File: src/rtl/pfe_pkg.sv
// Shared constants, encodings and carriers of the port function block
package pfe_pkg;

	// ************************************************************
	// Sizes and register map
	// ************************************************************
	localparam int             NUM_PORTS   = 8;
	localparam int             ADDR_W      = 8;
	localparam int             DATA_W      = 32;
	localparam logic [7:0]     REG_CFG     = 8'h00;
	localparam logic [7:0]     REG_GPOUT   = 8'h04;
	localparam logic [7:0]     REG_ONESHOT = 8'h08;
	localparam logic [7:0]     REG_STATUS  = 8'h0c;
	localparam logic [31:0]    CFG_RESET   = 32'h0000_0000;
	localparam logic [31:0]    CFG_WMASK   = 32'h07ff_ffff;
	localparam logic [7:0]     GPOUT_RESET = 8'h00;
	localparam int             OS_TRIG_LSB = 0;

	// ************************************************************
	// Timing
	// ************************************************************
	localparam int             FILT_MIN_CYCLES = 3;
	localparam int             CLK_FREQ_HZ     = 100_000_000;
	localparam int             ONESHOT_TIME_MS = 26;
	localparam int             ONESHOT_CYCLES  =
		ONESHOT_TIME_MS * (CLK_FREQ_HZ / 1000);

	// ************************************************************
	// Encodings
	// ************************************************************
	typedef enum logic [1:0]
	{
		FSEL_INPUT  = 2'h0,
		FSEL_OUTPUT = 2'h1,
		FSEL_ALT_A  = 2'h2,
		FSEL_ALT_B  = 2'h3
	} pfe_fsel_e;

	typedef enum logic [1:0]
	{
		CM_X1     = 2'h0,
		CM_X2     = 2'h1,
		CM_X4     = 2'h2,
		CM_UPDOWN = 2'h3
	} pfe_cmode_e;

	// ************************************************************
	// Carriers
	// ************************************************************
	typedef struct packed
	{
		logic [4:0] reserved;
		logic       pulser_direction_invert;
		logic [1:0] pulser_count_mode;
		logic       index_edge_select;
		logic       encoder_direction_invert;
		logic [1:0] encoder_count_mode;
		logic       pulser_noise_filter_on;
		logic       encoder_noise_filter_on;
		logic       port1_output_polarity;
		logic       port0_output_polarity;
		logic [1:0] port7_function_select;
		logic [1:0] port6_function_select;
		logic [1:0] port5_function_select;
		logic [1:0] port4_function_select;
		logic [1:0] port3_function_select;
		logic [1:0] port2_function_select;
		logic [1:0] port1_function_select;
		logic [1:0] port0_function_select;
	} pfe_cfg_s;

	typedef struct packed
	{
		logic a;
		logic b;
	} pfe_phase_s;

	typedef struct packed
	{
		logic up;
		logic down;
	} pfe_cnt_s;

	typedef struct packed
	{
		logic [16:0] reserved;
		logic [1:0]  oneshot_busy;
		logic        index_level;
		pfe_phase_s  pulser_phase;
		pfe_phase_s  encoder_phase;
		logic [7:0]  port_level;
	} pfe_status_s;

endpackage

File: src/rtl/pfe_filter.sv
// Noise filter for a group of phase inputs
`timescale 1ns/1ns
`default_nettype none
module pfe_filter
	import pfe_pkg::*;
#(
	parameter int W   = 2,
	parameter int CNT = FILT_MIN_CYCLES
)
(
	input  wire logic         clk,  // Reference clock
	input  wire logic         rst,  // Synchronous reset
	input  wire logic         ce,   // Clock enable
	input  wire logic         en,   // Filter on
	input  wire logic [W-1:0] din,  // Raw inputs
	output logic      [W-1:0] dout  // Conditioned inputs
);

	localparam int CW = $clog2(CNT);

	if (CNT < 2 || W < 1)
	begin : g_bad
		$error("pfe_filter: CNT must be at least 2");
	end

	logic [CW-1:0] cnt [W];

	// A change is taken only once it has held for CNT samples
	always_ff @(posedge clk)
	begin
		for (int i = 0; i < W; i++)
		begin
			if (rst)
			begin
				dout[i] <= 1'b0;
				cnt[i]  <= '0;
			end
			else if (ce)
			begin
				if (!en || din[i] == dout[i])
				begin
					if (!en)
						dout[i] <= din[i];
					cnt[i] <= '0;
				end
				else if (cnt[i] == CW'(CNT - 1))
				begin
					dout[i] <= din[i];
					cnt[i]  <= '0;
				end
				else
					cnt[i] <= cnt[i] + 1'b1;
			end
		end
	end

endmodule
`default_nettype wire

File: src/rtl/pfe_decoder.sv
// Quadrature or up/down decoder of one phase pair
`timescale 1ns/1ns
`default_nettype none
module pfe_decoder
	import pfe_pkg::*;
(
	input  wire logic       clk,    // Reference clock
	input  wire logic       rst,    // Synchronous reset
	input  wire logic       ce,     // Clock enable
	input  wire pfe_phase_s ph,     // Conditioned phases
	input  wire logic [1:0] mode,   // Count mode
	input  wire logic       invert, // Reverse direction
	output pfe_cnt_s        cnt     // Count pulses
);

	pfe_phase_s prev;
	logic       ar;
	logic       af;
	logic       br;
	logic       bf;
	logic       up;
	logic       dn;

	assign ar = ph.a & ~prev.a;
	assign af = ~ph.a & prev.a;
	assign br = ph.b & ~prev.b;
	assign bf = ~ph.b & prev.b;

	// In modes x1/x2/x4 up means phase a leads phase b; in up/down mode up is a rise of a
	always_comb
	begin
		up = 1'b0;
		dn = 1'b0;
		case (mode)
			CM_X1:
			begin
				up = ar & ~ph.b;
				dn = af & ~ph.b;
			end
			CM_X2:
			begin
				up = (ar & ~ph.b) | (af & ph.b);
				dn = (ar & ph.b) | (af & ~ph.b);
			end
			CM_X4:
			begin
				up = (ar & ~ph.b) | (af & ph.b)
					| (br & ph.a) | (bf & ~ph.a);
				dn = (ar & ph.b) | (af & ~ph.b)
					| (br & ~ph.a) | (bf & ph.a);
			end
			CM_UPDOWN:
			begin
				up = ar;
				dn = bf;
			end
			default:
			begin
				up = 1'b0;
				dn = 1'b0;
			end
		endcase
	end

	// Coincident up and down cancel: the net move is zero
	always_ff @(posedge clk)
	begin
		if (rst)
		begin
			prev <= '0;
			cnt  <= '0;
		end
		else if (ce)
		begin
			prev     <= ph;
			cnt.up   <= (invert ? dn : up) & ~(up & dn);
			cnt.down <= (invert ? up : dn) & ~(up & dn);
		end
	end

endmodule
`default_nettype wire

File: src/rtl/pfe_top.sv
// Port terminal functions and encoder/pulser input conditioning
//
// Functional notes
// - Terminal 4: input, output, match 2 active low, match 2 active high.
// - Terminal 5: input, output, match 3 active low, match 3 active high.
// - Terminal 6: input, output, match 4 active low, match 4 active high.
// - Terminal 7: input, output, match 5 active low, match 5 active high.
// - Terminal 0 accel flag or one-shot: polarity bit 0 low, 1 high.
// - Terminal 1 decel flag or one-shot: polarity bit 0 low, 1 high.
// - Encoder filter bit set filters both encoder phases before decoding.
// - Pulser filter bit set filters both pulser phases before decoding.
// - Encoder modes 00/01/10: quadrature x1/x2/x4, up when a leads.
// - Encoder mode 11: up on phase a rise, down on phase b fall.
// - Encoder invert bit reverses every encoder count direction.
// - Index acts on falling edge when select is 0, rising when 1.
// - Pulser modes 00/01/10: quadrature x1/x2/x4, up when a leads.
// - Pulser mode 11: up on pulser a rise, down on pulser b fall.
// - Pulser invert bit reverses every pulser count direction.
// - Filtered inputs ignore pulses shorter than three clock cycles.
// - One-shot mode on terminal 0 or 1 gives a 26 ms pulse.
`timescale 1ns/1ns
`default_nettype none
module pfe_top
	import pfe_pkg::*;
#(
	parameter int ONESHOT_LEN = ONESHOT_CYCLES,
	parameter int FILT_LEN    = FILT_MIN_CYCLES
)
(
	input  wire logic [ADDR_W-1:0]    addr,              // Register address
	input  wire logic [DATA_W-1:0]    wdata,             // Write data
	input  wire logic                 wr_en,             // Write strobe
	input  wire logic                 rd_en,             // Read strobe
	output logic      [DATA_W-1:0]    rdata,             // Read data
	input  wire logic                 ref_clk,           // Reference clock
	input  wire logic                 rst,               // Sync reset
	input  wire logic                 ce,                // Clock enable
	input  wire logic [NUM_PORTS-1:0] port_in,           // Terminal levels
	output logic      [NUM_PORTS-1:0] port_out,          // Terminal drive
	output logic      [NUM_PORTS-1:0] port_oe,           // Terminal enable
	input  wire logic                 accel_flag_out,    // Accelerating
	input  wire logic                 decel_flag_out,    // Decelerating
	input  wire logic                 low_speed_flag_out,// Low speed feed
	input  wire logic                 match1_out,        // Comparator 1
	input  wire logic                 match2_out,        // Comparator 2
	input  wire logic                 match3_out,        // Comparator 3
	input  wire logic                 match4_out,        // Comparator 4
	input  wire logic                 match5_out,        // Comparator 5
	input  wire pfe_phase_s           encoder_phase,     // Encoder a/b
	input  wire pfe_phase_s           pulser_phase,      // Pulser a/b
	input  wire logic                 encoder_index,     // Encoder index
	output pfe_cnt_s                  encoder_count,     // Encoder pulses
	output pfe_cnt_s                  pulser_count,      // Pulser pulses
	output logic                      index_event        // Index edge seen
);

	localparam int OS_W = $clog2(ONESHOT_LEN + 1);

	// ************************************************************
	// Parameter checks
	// ************************************************************
	if (ONESHOT_LEN < 1)
	begin : g_bad_os
		$error("pfe_top: ONESHOT_LEN must be at least 1");
	end

	if (FILT_LEN < 2)
	begin : g_bad_filt
		$error("pfe_top: FILT_LEN must be at least 2");
	end

	// ************************************************************
	// Helpers
	// ************************************************************
	function automatic logic pfe_pol(input logic sig, input logic act_hi);
		return act_hi ? sig : ~sig;
	endfunction

	function automatic logic pfe_hit(input logic [ADDR_W-1:0] a,
		input logic [ADDR_W-1:0] reg_addr);
		return a == reg_addr;
	endfunction

	// ************************************************************
	// Registers
	// ************************************************************
	pfe_cfg_s             cfg;
	logic [NUM_PORTS-1:0] gp_out;
	logic [OS_W-1:0]      os_cnt [2];
	logic [1:0]           os_busy;
	logic [1:0]           os_trig;
	pfe_phase_s           enc_cond;
	pfe_phase_s           pls_cond;
	logic                 index_prev;
	pfe_status_s          status;
	logic [DATA_W-1:0]    next_rdata;

	// Upper bits are held at zero whatever software writes
	always_ff @(posedge ref_clk)
	begin
		if (rst)
			cfg <= pfe_cfg_s'(CFG_RESET);
		else if (ce && wr_en && pfe_hit(addr, REG_CFG))
			cfg <= pfe_cfg_s'(wdata & CFG_WMASK);
	end

	always_ff @(posedge ref_clk)
	begin
		if (rst)
			gp_out <= GPOUT_RESET;
		else if (ce && wr_en && pfe_hit(addr, REG_GPOUT))
			gp_out <= wdata[NUM_PORTS-1:0];
	end

	// ************************************************************
	// One-shot timers of terminals 0 and 1
	// ************************************************************
	assign os_trig = (wr_en && pfe_hit(addr, REG_ONESHOT))
		? wdata[OS_TRIG_LSB +: 2] : 2'h0;

	// A trigger while running restarts the full length
	always_ff @(posedge ref_clk)
	begin
		for (int i = 0; i < 2; i++)
		begin
			if (rst)
				os_cnt[i] <= '0;
			else if (ce)
			begin
				if (os_trig[i])
					os_cnt[i] <= OS_W'(ONESHOT_LEN);
				else if (os_cnt[i] != '0)
					os_cnt[i] <= os_cnt[i] - 1'b1;
			end
		end
	end

	assign os_busy[0] = os_cnt[0] != '0;
	assign os_busy[1] = os_cnt[1] != '0;

	// ************************************************************
	// Terminal function multiplexer
	// ************************************************************
	logic [1:0]           fsel   [NUM_PORTS];
	logic                 sig_a  [NUM_PORTS];
	logic                 sig_b  [NUM_PORTS];
	logic                 hi_a   [NUM_PORTS];
	logic                 hi_b   [NUM_PORTS];
	logic [NUM_PORTS-1:0] next_port_out;
	logic [NUM_PORTS-1:0] next_port_oe;

	assign fsel[0] = cfg.port0_function_select;
	assign fsel[1] = cfg.port1_function_select;
	assign fsel[2] = cfg.port2_function_select;
	assign fsel[3] = cfg.port3_function_select;
	assign fsel[4] = cfg.port4_function_select;
	assign fsel[5] = cfg.port5_function_select;
	assign fsel[6] = cfg.port6_function_select;
	assign fsel[7] = cfg.port7_function_select;

	// Terminals 0 and 1 each use their own polarity bit for both of their special modes
	assign sig_a[0] = accel_flag_out;
	assign sig_b[0] = os_busy[0];
	assign hi_a[0]  = cfg.port0_output_polarity;
	assign hi_b[0]  = cfg.port0_output_polarity;
	assign sig_a[1] = decel_flag_out;
	assign sig_b[1] = os_busy[1];
	assign hi_a[1]  = cfg.port1_output_polarity;
	assign hi_b[1]  = cfg.port1_output_polarity;

	// Terminals 2 to 7: one source, low-true then high-true
	assign sig_a[2] = low_speed_flag_out;
	assign sig_a[3] = match1_out;
	assign sig_a[4] = match2_out;
	assign sig_a[5] = match3_out;
	assign sig_a[6] = match4_out;
	assign sig_a[7] = match5_out;

	for (genvar g = 2; g < NUM_PORTS; g++)
	begin : g_match
		assign sig_b[g] = sig_a[g];
		assign hi_a[g]  = 1'b0;
		assign hi_b[g]  = 1'b1;
	end

	always_comb
	begin
		next_port_out = '0;
		next_port_oe  = '0;
		for (int i = 0; i < NUM_PORTS; i++)
		begin
			case (fsel[i])
				FSEL_INPUT:
				begin
					next_port_out[i] = 1'b0;
					next_port_oe[i]  = 1'b0;
				end
				FSEL_OUTPUT:
				begin
					next_port_out[i] = gp_out[i];
					next_port_oe[i]  = 1'b1;
				end
				FSEL_ALT_A:
				begin
					next_port_out[i] = pfe_pol(sig_a[i], hi_a[i]);
					next_port_oe[i]  = 1'b1;
				end
				FSEL_ALT_B:
				begin
					next_port_out[i] = pfe_pol(sig_b[i], hi_b[i]);
					next_port_oe[i]  = 1'b1;
				end
				default:
				begin
					next_port_out[i] = 1'b0;
					next_port_oe[i]  = 1'b0;
				end
			endcase
		end
	end

	always_ff @(posedge ref_clk)
	begin
		if (rst)
		begin
			port_out <= '0;
			port_oe  <= '0;
		end
		else if (ce)
		begin
			port_out <= next_port_out;
			port_oe  <= next_port_oe;
		end
	end

	// ************************************************************
	// Encoder and pulser conditioning
	// ************************************************************
	pfe_filter #(
		.W   (2),
		.CNT (FILT_LEN)
	) u_enc_filter (
		.clk  (ref_clk),
		.rst  (rst),
		.ce   (ce),
		.en   (cfg.encoder_noise_filter_on),
		.din  (encoder_phase),
		.dout (enc_cond)
	);

	pfe_filter #(
		.W   (2),
		.CNT (FILT_LEN)
	) u_pls_filter (
		.clk  (ref_clk),
		.rst  (rst),
		.ce   (ce),
		.en   (cfg.pulser_noise_filter_on),
		.din  (pulser_phase),
		.dout (pls_cond)
	);

	pfe_decoder u_enc_decoder (
		.clk    (ref_clk),
		.rst    (rst),
		.ce     (ce),
		.ph     (enc_cond),
		.mode   (cfg.encoder_count_mode),
		.invert (cfg.encoder_direction_invert),
		.cnt    (encoder_count)
	);

	pfe_decoder u_pls_decoder (
		.clk    (ref_clk),
		.rst    (rst),
		.ce     (ce),
		.ph     (pls_cond),
		.mode   (cfg.pulser_count_mode),
		.invert (cfg.pulser_direction_invert),
		.cnt    (pulser_count)
	);

	// ************************************************************
	// Index edge
	// ************************************************************
	always_ff @(posedge ref_clk)
	begin
		if (rst)
		begin
			index_prev  <= 1'b0;
			index_event <= 1'b0;
		end
		else if (ce)
		begin
			index_prev  <= encoder_index;
			index_event <= cfg.index_edge_select
				? (encoder_index & ~index_prev)
				: (~encoder_index & index_prev);
		end
	end

	// ************************************************************
	// Read port
	// ************************************************************
	always_comb
	begin
		status               = '0;
		status.port_level    = port_in;
		status.encoder_phase = enc_cond;
		status.pulser_phase  = pls_cond;
		status.index_level   = encoder_index;
		status.oneshot_busy  = os_busy;
	end

	// Unmapped addresses read as zero
	always_comb
	begin
		next_rdata = '0;
		case (addr)
			REG_CFG:     next_rdata = DATA_W'(cfg);
			REG_GPOUT:   next_rdata = DATA_W'(gp_out);
			REG_ONESHOT: next_rdata = DATA_W'(os_busy);
			REG_STATUS:  next_rdata = DATA_W'(status);
			default:     next_rdata = '0;
		endcase
	end

	// Data stand for the one cycle after the strobe only
	always_ff @(posedge ref_clk)
	begin
		if (rst)
			rdata <= '0;
		else if (ce)
			rdata <= rd_en ? next_rdata : '0;
	end

endmodule
`default_nettype wire

File: config.mk
export PLATFORM = sky130hd
export DESIGN_NAME = pfe_top
export DESIGN_NICKNAME = d
export VERILOG_FILES = /design/src/rtl/pfe_pkg.sv /design/src/rtl/pfe_filter.sv /design/src/rtl/pfe_decoder.sv /design/src/rtl/pfe_top.sv
export SDC_FILE = /design/constraint.sdc
export NUM_CORES = 1
export LEC_CHECK = 0
export ABC_AREA = 1
export BUFFER_PORTS_ARGS = -buffer_cell sky130_fd_sc_hd__buf_2
export CAP_MARGIN = 5
export CELL_PAD_IN_SITES_DETAIL_PLACEMENT = 1
export CELL_PAD_IN_SITES_GLOBAL_PLACEMENT = 1
export CORE_MARGIN = 2
export CORE_UTILIZATION = 40
export CTS_CLUSTER_SIZE = 12
export DETAILED_ROUTE_END_ITERATION = 10
export GPL_TIMING_DRIVEN = 1
export PLACE_DENSITY = 0.83
export SLEW_MARGIN = 20
export SYNTH_ARGS = -nofsm -noshare
export SYNTH_HDL_FRONTEND = slang
export SYNTH_HIERARCHICAL = 1
export SYNTH_SLANG_ARGS = --single-unit
File: constraint.sdc
create_clock -name ref_clk -period 3.25 [get_ports ref_clk]
set_input_delay 0 -clock ref_clk [delete_from_list [all_inputs] [get_ports ref_clk]]
set_output_delay 0 -clock ref_clk [all_outputs]
set_load 0.01 [all_outputs]
## After elaboration in Yosys (flattened, before gate mapping)

Memory sizes are Yosys's and may differ from the RTL's.
Index checks and enable logic that the tools add are counted.

| storage, ports and cells | value |
|---|---|
| register bits | 97 |
| memory bits (writable) | 52 |
| bits of input ports | 66 |
| output and inout port bits | 53 |
| memories kept | 3 |

Memories:

| name | words | width | read ports | clocked after memory_dff | wr ports | line | source |
|---|---|---|---|---|---|---|---|
| os_cnt | 2 | 22 | 2 | 0 | 2 | pfe_top.sv:89 | `logic [OS_W-1:0] os_cnt [2];` |
| u_enc_filter.cnt | 2 | 2 | 2 | 0 | 2 | pfe_filter.sv:26 | `logic [CW-1:0] cnt [W];` |
| u_pls_filter.cnt | 2 | 2 | 2 | 0 | 2 | pfe_filter.sv:26 |  |

| cells by class | value |
|---|---|
| $add $sub $neg | 6 |
| equality and inequality tests | 45 |
| muxes and demuxes | 136 |
| bitwise logic cells | 82 |
| reduce and logical (&&, ||, !) cells | 39 |

Operators with widths:

| kind | number |
|---|---|
| 27-bit one-hot mux with 4 select lines | 1 |
| 1-bit two-way mux | 97 |
| 22-bit two-way mux | 4 |
| 2-bit equality test (second input constant) | 24 |
| 1-bit one-hot mux with 4 select lines | 12 |
| 22-bit nonzero test | 2 |
| 22-bit by 1-bit subtractor with 22-bit output (second input constant) | 2 |
| 1-bit AND | 32 |
| 1-bit OR | 28 |
| 27-bit two-way mux | 1 |
| 2-bit two-way mux | 13 |
| 3-bit OR reduction | 8 |
| 1-bit inverter | 22 |
| 2-bit by 1-bit equality test with 1-bit output (second input constant) | 10 |
| 2-bit logical NOT | 10 |
| 8-bit by 4-bit equality test with 1-bit output (second input constant) | 2 |
| 1-bit one-hot mux with 2 select lines | 8 |
| 3-bit AND reduction | 4 |
| 2-bit by 1-bit adder with 2-bit output (second input constant) | 4 |
| 8-bit by 3-bit equality test with 1-bit output (second input constant) | 1 |
| 8-bit logical NOT | 1 |
| 2-bit != test (second input constant) | 4 |
| 2-bit nonzero test | 4 |
| 1-bit equality test | 4 |
| 3 further kinds | 10 |

## Logic depth before layout (Yosys ltp)

| depth | value |
|---|---|
| depth in word-level cells | 10 |
| gate-level depth with buffers | 13 |
| mapped depth without buffers | 13 |

## Modules after synthesis

The synthesis kept the hierarchy.

By module, submodules not included:

| module | instances | cells an instance | area each (um^2) | seq. area each (um^2) |
|---|---|---|---|---|
| pfe_top | 1 | 758 | 5970.7 | 2922.8 |
| pfe_decoder | 2 | 73 | 395.4 | 80.1 |
| pfe_filter | 2 | 44 | 332.8 | 160.2 |

## Worst setup path before layout

OpenSTA, ideal clock, no wires.

| path | value |
|---|---|
| path kind | reg2reg |
| start | memory os_cnt[0][0] (netlist name) |
| end | memory os_cnt[0][0] (netlist name) (enable) |
| setup time | 470 ps |
| arrival time | 2035 ps |
| slack | 745 ps |
| stages on the path, launching flop included | 11 |
| path buffers | 2 |
| cells stage by stage | edfxtp_1 > inv_1 > ha_1 > nand2_1 > nor2_2 > nand3_1 > nand2_1 > a31o_1 > buf_4 > buf_6 > nand3_1 |

RTL lines:

| what | line |
|---|---|
| from (decl) | pfe_top.sv:89 |

==> summary.json <==
{
  "sta": {
    "setup_repair_after_global_routing_missed_its_margin": "false",
    "worst_slew_margin_rel": 0.5541,
    "max_slew.worst_pin.slew_ns": 0.6689,
    "timing.setup.tns_ns": 0,
    "final.setup_skew_ns": 0.01174,
    "timing_max_transition_violations_final": 0,
    "timing_hold_violations_final": 0,
    "finalCriticalPeriod_ns": 2.693,
    "setup-violations-final": 0,
    "achievable-frequency_mhz": 371.3,
    "period_share": 0.8287
  },
  "clock_tree": {
    "h_tree_levels": 4,
    "ctsLongestPathBuffers": 2,
    "cts.reportedPaths.clkPinSlew_ns": 0.06,
    "tritoncts": "yes",
    "clockRootBuffer": "clkbuf_16",
    "cts_resized": 0,
    "cts_setup_buffers": 0,
    "clock_insertion_delay_at_the_later_pin_of_the_skew_report_ns": 0.43,
    "cts_made_buffers": 17,
    "cts_sinks": 144
  },
  "yosys": {
    "synth_area_per_cell_um2": 7.487,
    "ys_seq_area_frac": 0.4582,
    "ys_top_cells_by_count": "222 x nand2_1, 136 x nor2_1, 92 x dfxtp_1",
    "yosys.area.top_type_share": 0.2480,
    "synth.distinct_cells": 47,
    "yosysWarnings": 6,
    "postSynth.asyncResetShare": 0,
    "most_area_consuming_cells_after_synthesis": "dfxtp_1 25%, edfxtp_1 21%, nand2_1 11%",
    "synth_flop_cell": "dfxtp_1",
    "syn_area_um2": 7427,
    "post_synthesis_register_bit_count": 144,
    "synth_top_area_cell": "dfxtp_1",
    "count_of_flip_flops_with_a_built_in_enable_after_synthesis": 52,
    "synthesis.instances": 992,
    "yosysMostFrequentCell": "nand2_1"
  },
  "layout": {
    "post_route_cells_drive_above_1_share": 0.1804,
    "area_delta_synth_final_pct": 23.16,
    "diodes": 0,
    "nNetsFinal": 1213,
    "finalCoreUtilization": 0.5058
  },
  "detailed_routing": {
    "drt-initial-drc-count": 318,
    "detail_route.drc_violations": 0,
    "ant_nets": 0,
    "wl_um": 23770,
    "routed-via-count": 7207,
    "drt_pass1_iterations": 4,
    "avgViaCountPerCell": 5.215,
    "wire_per_inst_um": 17.20
  },
  "die": {
    "fp.dieH_um": 140.3,
    "core-area_um2": 18090,
    "fp-row-count": 49,
    "die_x_um": 140.3,
    "floorplan.io_pins": 119,
    "start_util": 0.4107,
    "floorplan.die_area_um2": 19670
  },
  "power": {
    "powerDensity_nw_per_um2": 476.5,
    "power.ir.vdd_worst_uv": 394.5,
    "fin_total_pwr_w": 0.004359,
    "leakage_nw": 3.877
  },
  "placement": {
    "io_buffer_count": 108,
    "finalWeightedCongestion": 0.8491,
    "detailedPlacementHpwl_um": 15330
  },
  "hold_path": {
    "holdPathStages": 5,
    "min-delay-path-class": "input pin to register"
  },
  "setup_path": {
    "timing.critical_path.from_type": "register",
    "cp_max_fo": 22,
    "timing.reg2reg.worst_path_depth": 9,
    "arrival_ns": 2.85,
    "required_ns": 3.41,
    "cp-end-kind": "register",
    "critPathKind": "register to register"
  },
  "global_route": {
    "grt_start_max_net_pins": 44,
    "grt_util_all_layers": 0.2484,
    "overflow": 0,
    "antenna_found_initial": 0,
    "number_of_global_route_vias_before_repair": 7850,
    "grt_first_pass_wirelength_um": 39160
  },
  "flow_run": {
    "count_of_maximum_capacitance_violations": 0
  },
  "run_status": {
    "outcome": "completed"
  }
}
-- power by group --
group | internal [W] | leakage (nW) | total [W] | switching (W)
combinational | 0.000173 | 2.29 | 0.000462 | 0.000289
clock | 0.00115 | 0.282 | 0.00190 | 0.000751
sequential | 0.00194 | 1.30 | 0.00200 | 0.0000607
-- cell usage in the layout (no fill, tap or decap), types with 2 or more instances in the layout --
cell type        n
xor2_1          21
a211oi_1         4
nor2_1         136
or2_2            3
a21oi_1         86
conb_1           5
nand2_2         15
nor2_4           3
nor4_1           3
dfxtp_1         92
xnor2_1          5
or2_1            3
o311ai_0         3
nand4_1          9
edfxtp_1        52
inv_2           20
o21ai_0         29
clkbuf_1         4
nand3_2          4
o21ai_1         45
clkinv_2         5
buf_2          108
inv_1           91
nand3b_1         2
dlygate4sd3_1   41
clkbuf_8         3
nand3_1         57
a31oi_1          6
clkbuf_16       18
nor3_1           5
nand2_1        222
a21boi_0         2
ha_1             6
nor3_2           4
nor2_2           8
buf_4           12
o211ai_1         8
-- critical path, cell delays in order (launching register included) --
cell and delay (ns):
edfxtp_1 0.39, inv_1 0.13, ha_1 0.20, nand2_1 0.14, nor2_2 0.27, nand3_1 0.22
nand2_1 0.11, a31o_1 0.48, nand3_1 0.18, buf_4 0.27
-- per-stage QoR --
stage | cells | hold WS (ns) | setup WS [ns] | cell area, µm²
5_1_grt | 1382 | 0.04391 | 0.3900 | 9148
4_1_cts | 1382 | 0.01651 | 0.6557 | 9148
3_5_place_dp | 1310 | 0.2529 | 0.7401 | 8175
2_1_floorplan | 996 | 0.06907 | 0.7446 | 7442
3_3_place_gp | 1310 | 0.2482 | 0.8150 | 8175
6_report | 1382 | 0.02055 | 0.5568 | 9148
-- kinds of logic (layout without fill, tap and decap cells) --
| family | count (synthesis) | count (layout) | synth area share |
|---|---|---|---|
| compound gates | 189 | 189 | 0.1373 |
| xor+xnor | 26 | 26 | 0.03066 |
| fa+ha+maj | 6 | 6 | 0.01011 |
| buf+inv | 146 | 303 | 0.08086 |
| flops | 144 | 144 | 0.4582 |
| other cells | 1 | 5 | 0.0005049 |
| simple gates | 480 | 480 | 0.2823 |
-- final cells by class --
cell class | count | area, µm²
repair buffers | 161 | 1041
clock inverters | 6 | 55.05
well taps | 229 | 286.5
fillers | 2271 | 8939
clock buffers | 25 | 506.7
multi-input cells | 706 | 3438
inverters | 111 | 416.7
flip-flops and latches | 144 | 3403
-- state kept, by name (all words and copies together), names as in the netlist, 4 cells and up --
signal	count
os_cnt	44
cfg	27
rdata	27
gp_out	8
port_oe	8
port_out	8
u_enc_filter/cnt	4
u_pls_filter/cnt	4
-- routing by layer --
metal,vias up,part of all wire,GRT usage
met2,140,0.50,0.4412
met5,-,0,0
met4,0,0.019,0.08719
met3,37,0.036,0.04650
li1,3537,-,-
met1,3493,0.44,0.3015
-- timing repair --
action                     in CTS  in global routing
setup endpoints to repair       0                  0
hold endpoints to repair       49                  0
hold buffers                   41                  0
-- worst paths after layout --
kind	from	endpoint	slack (ns)
worst min register to register	u_enc_decoder/cnt[0]$_SDFFE_PP0P_	u_enc_decoder/cnt[0]$_SDFFE_PP0P_	0.46
worst min-delay path	port_in[6]	rdata[6]$_SDFFE_PP0P_	0.02
worst max-delay path	os_cnt[0][0]$_SDFFCE_PP0P_	os_cnt[0][2]$_SDFFCE_PP0P_	0.56
worst max register to register	os_cnt[0][0]$_SDFFCE_PP0P_	os_cnt[0][2]$_SDFFCE_PP0P_	0.56
(Power assumes the default switching activity.)
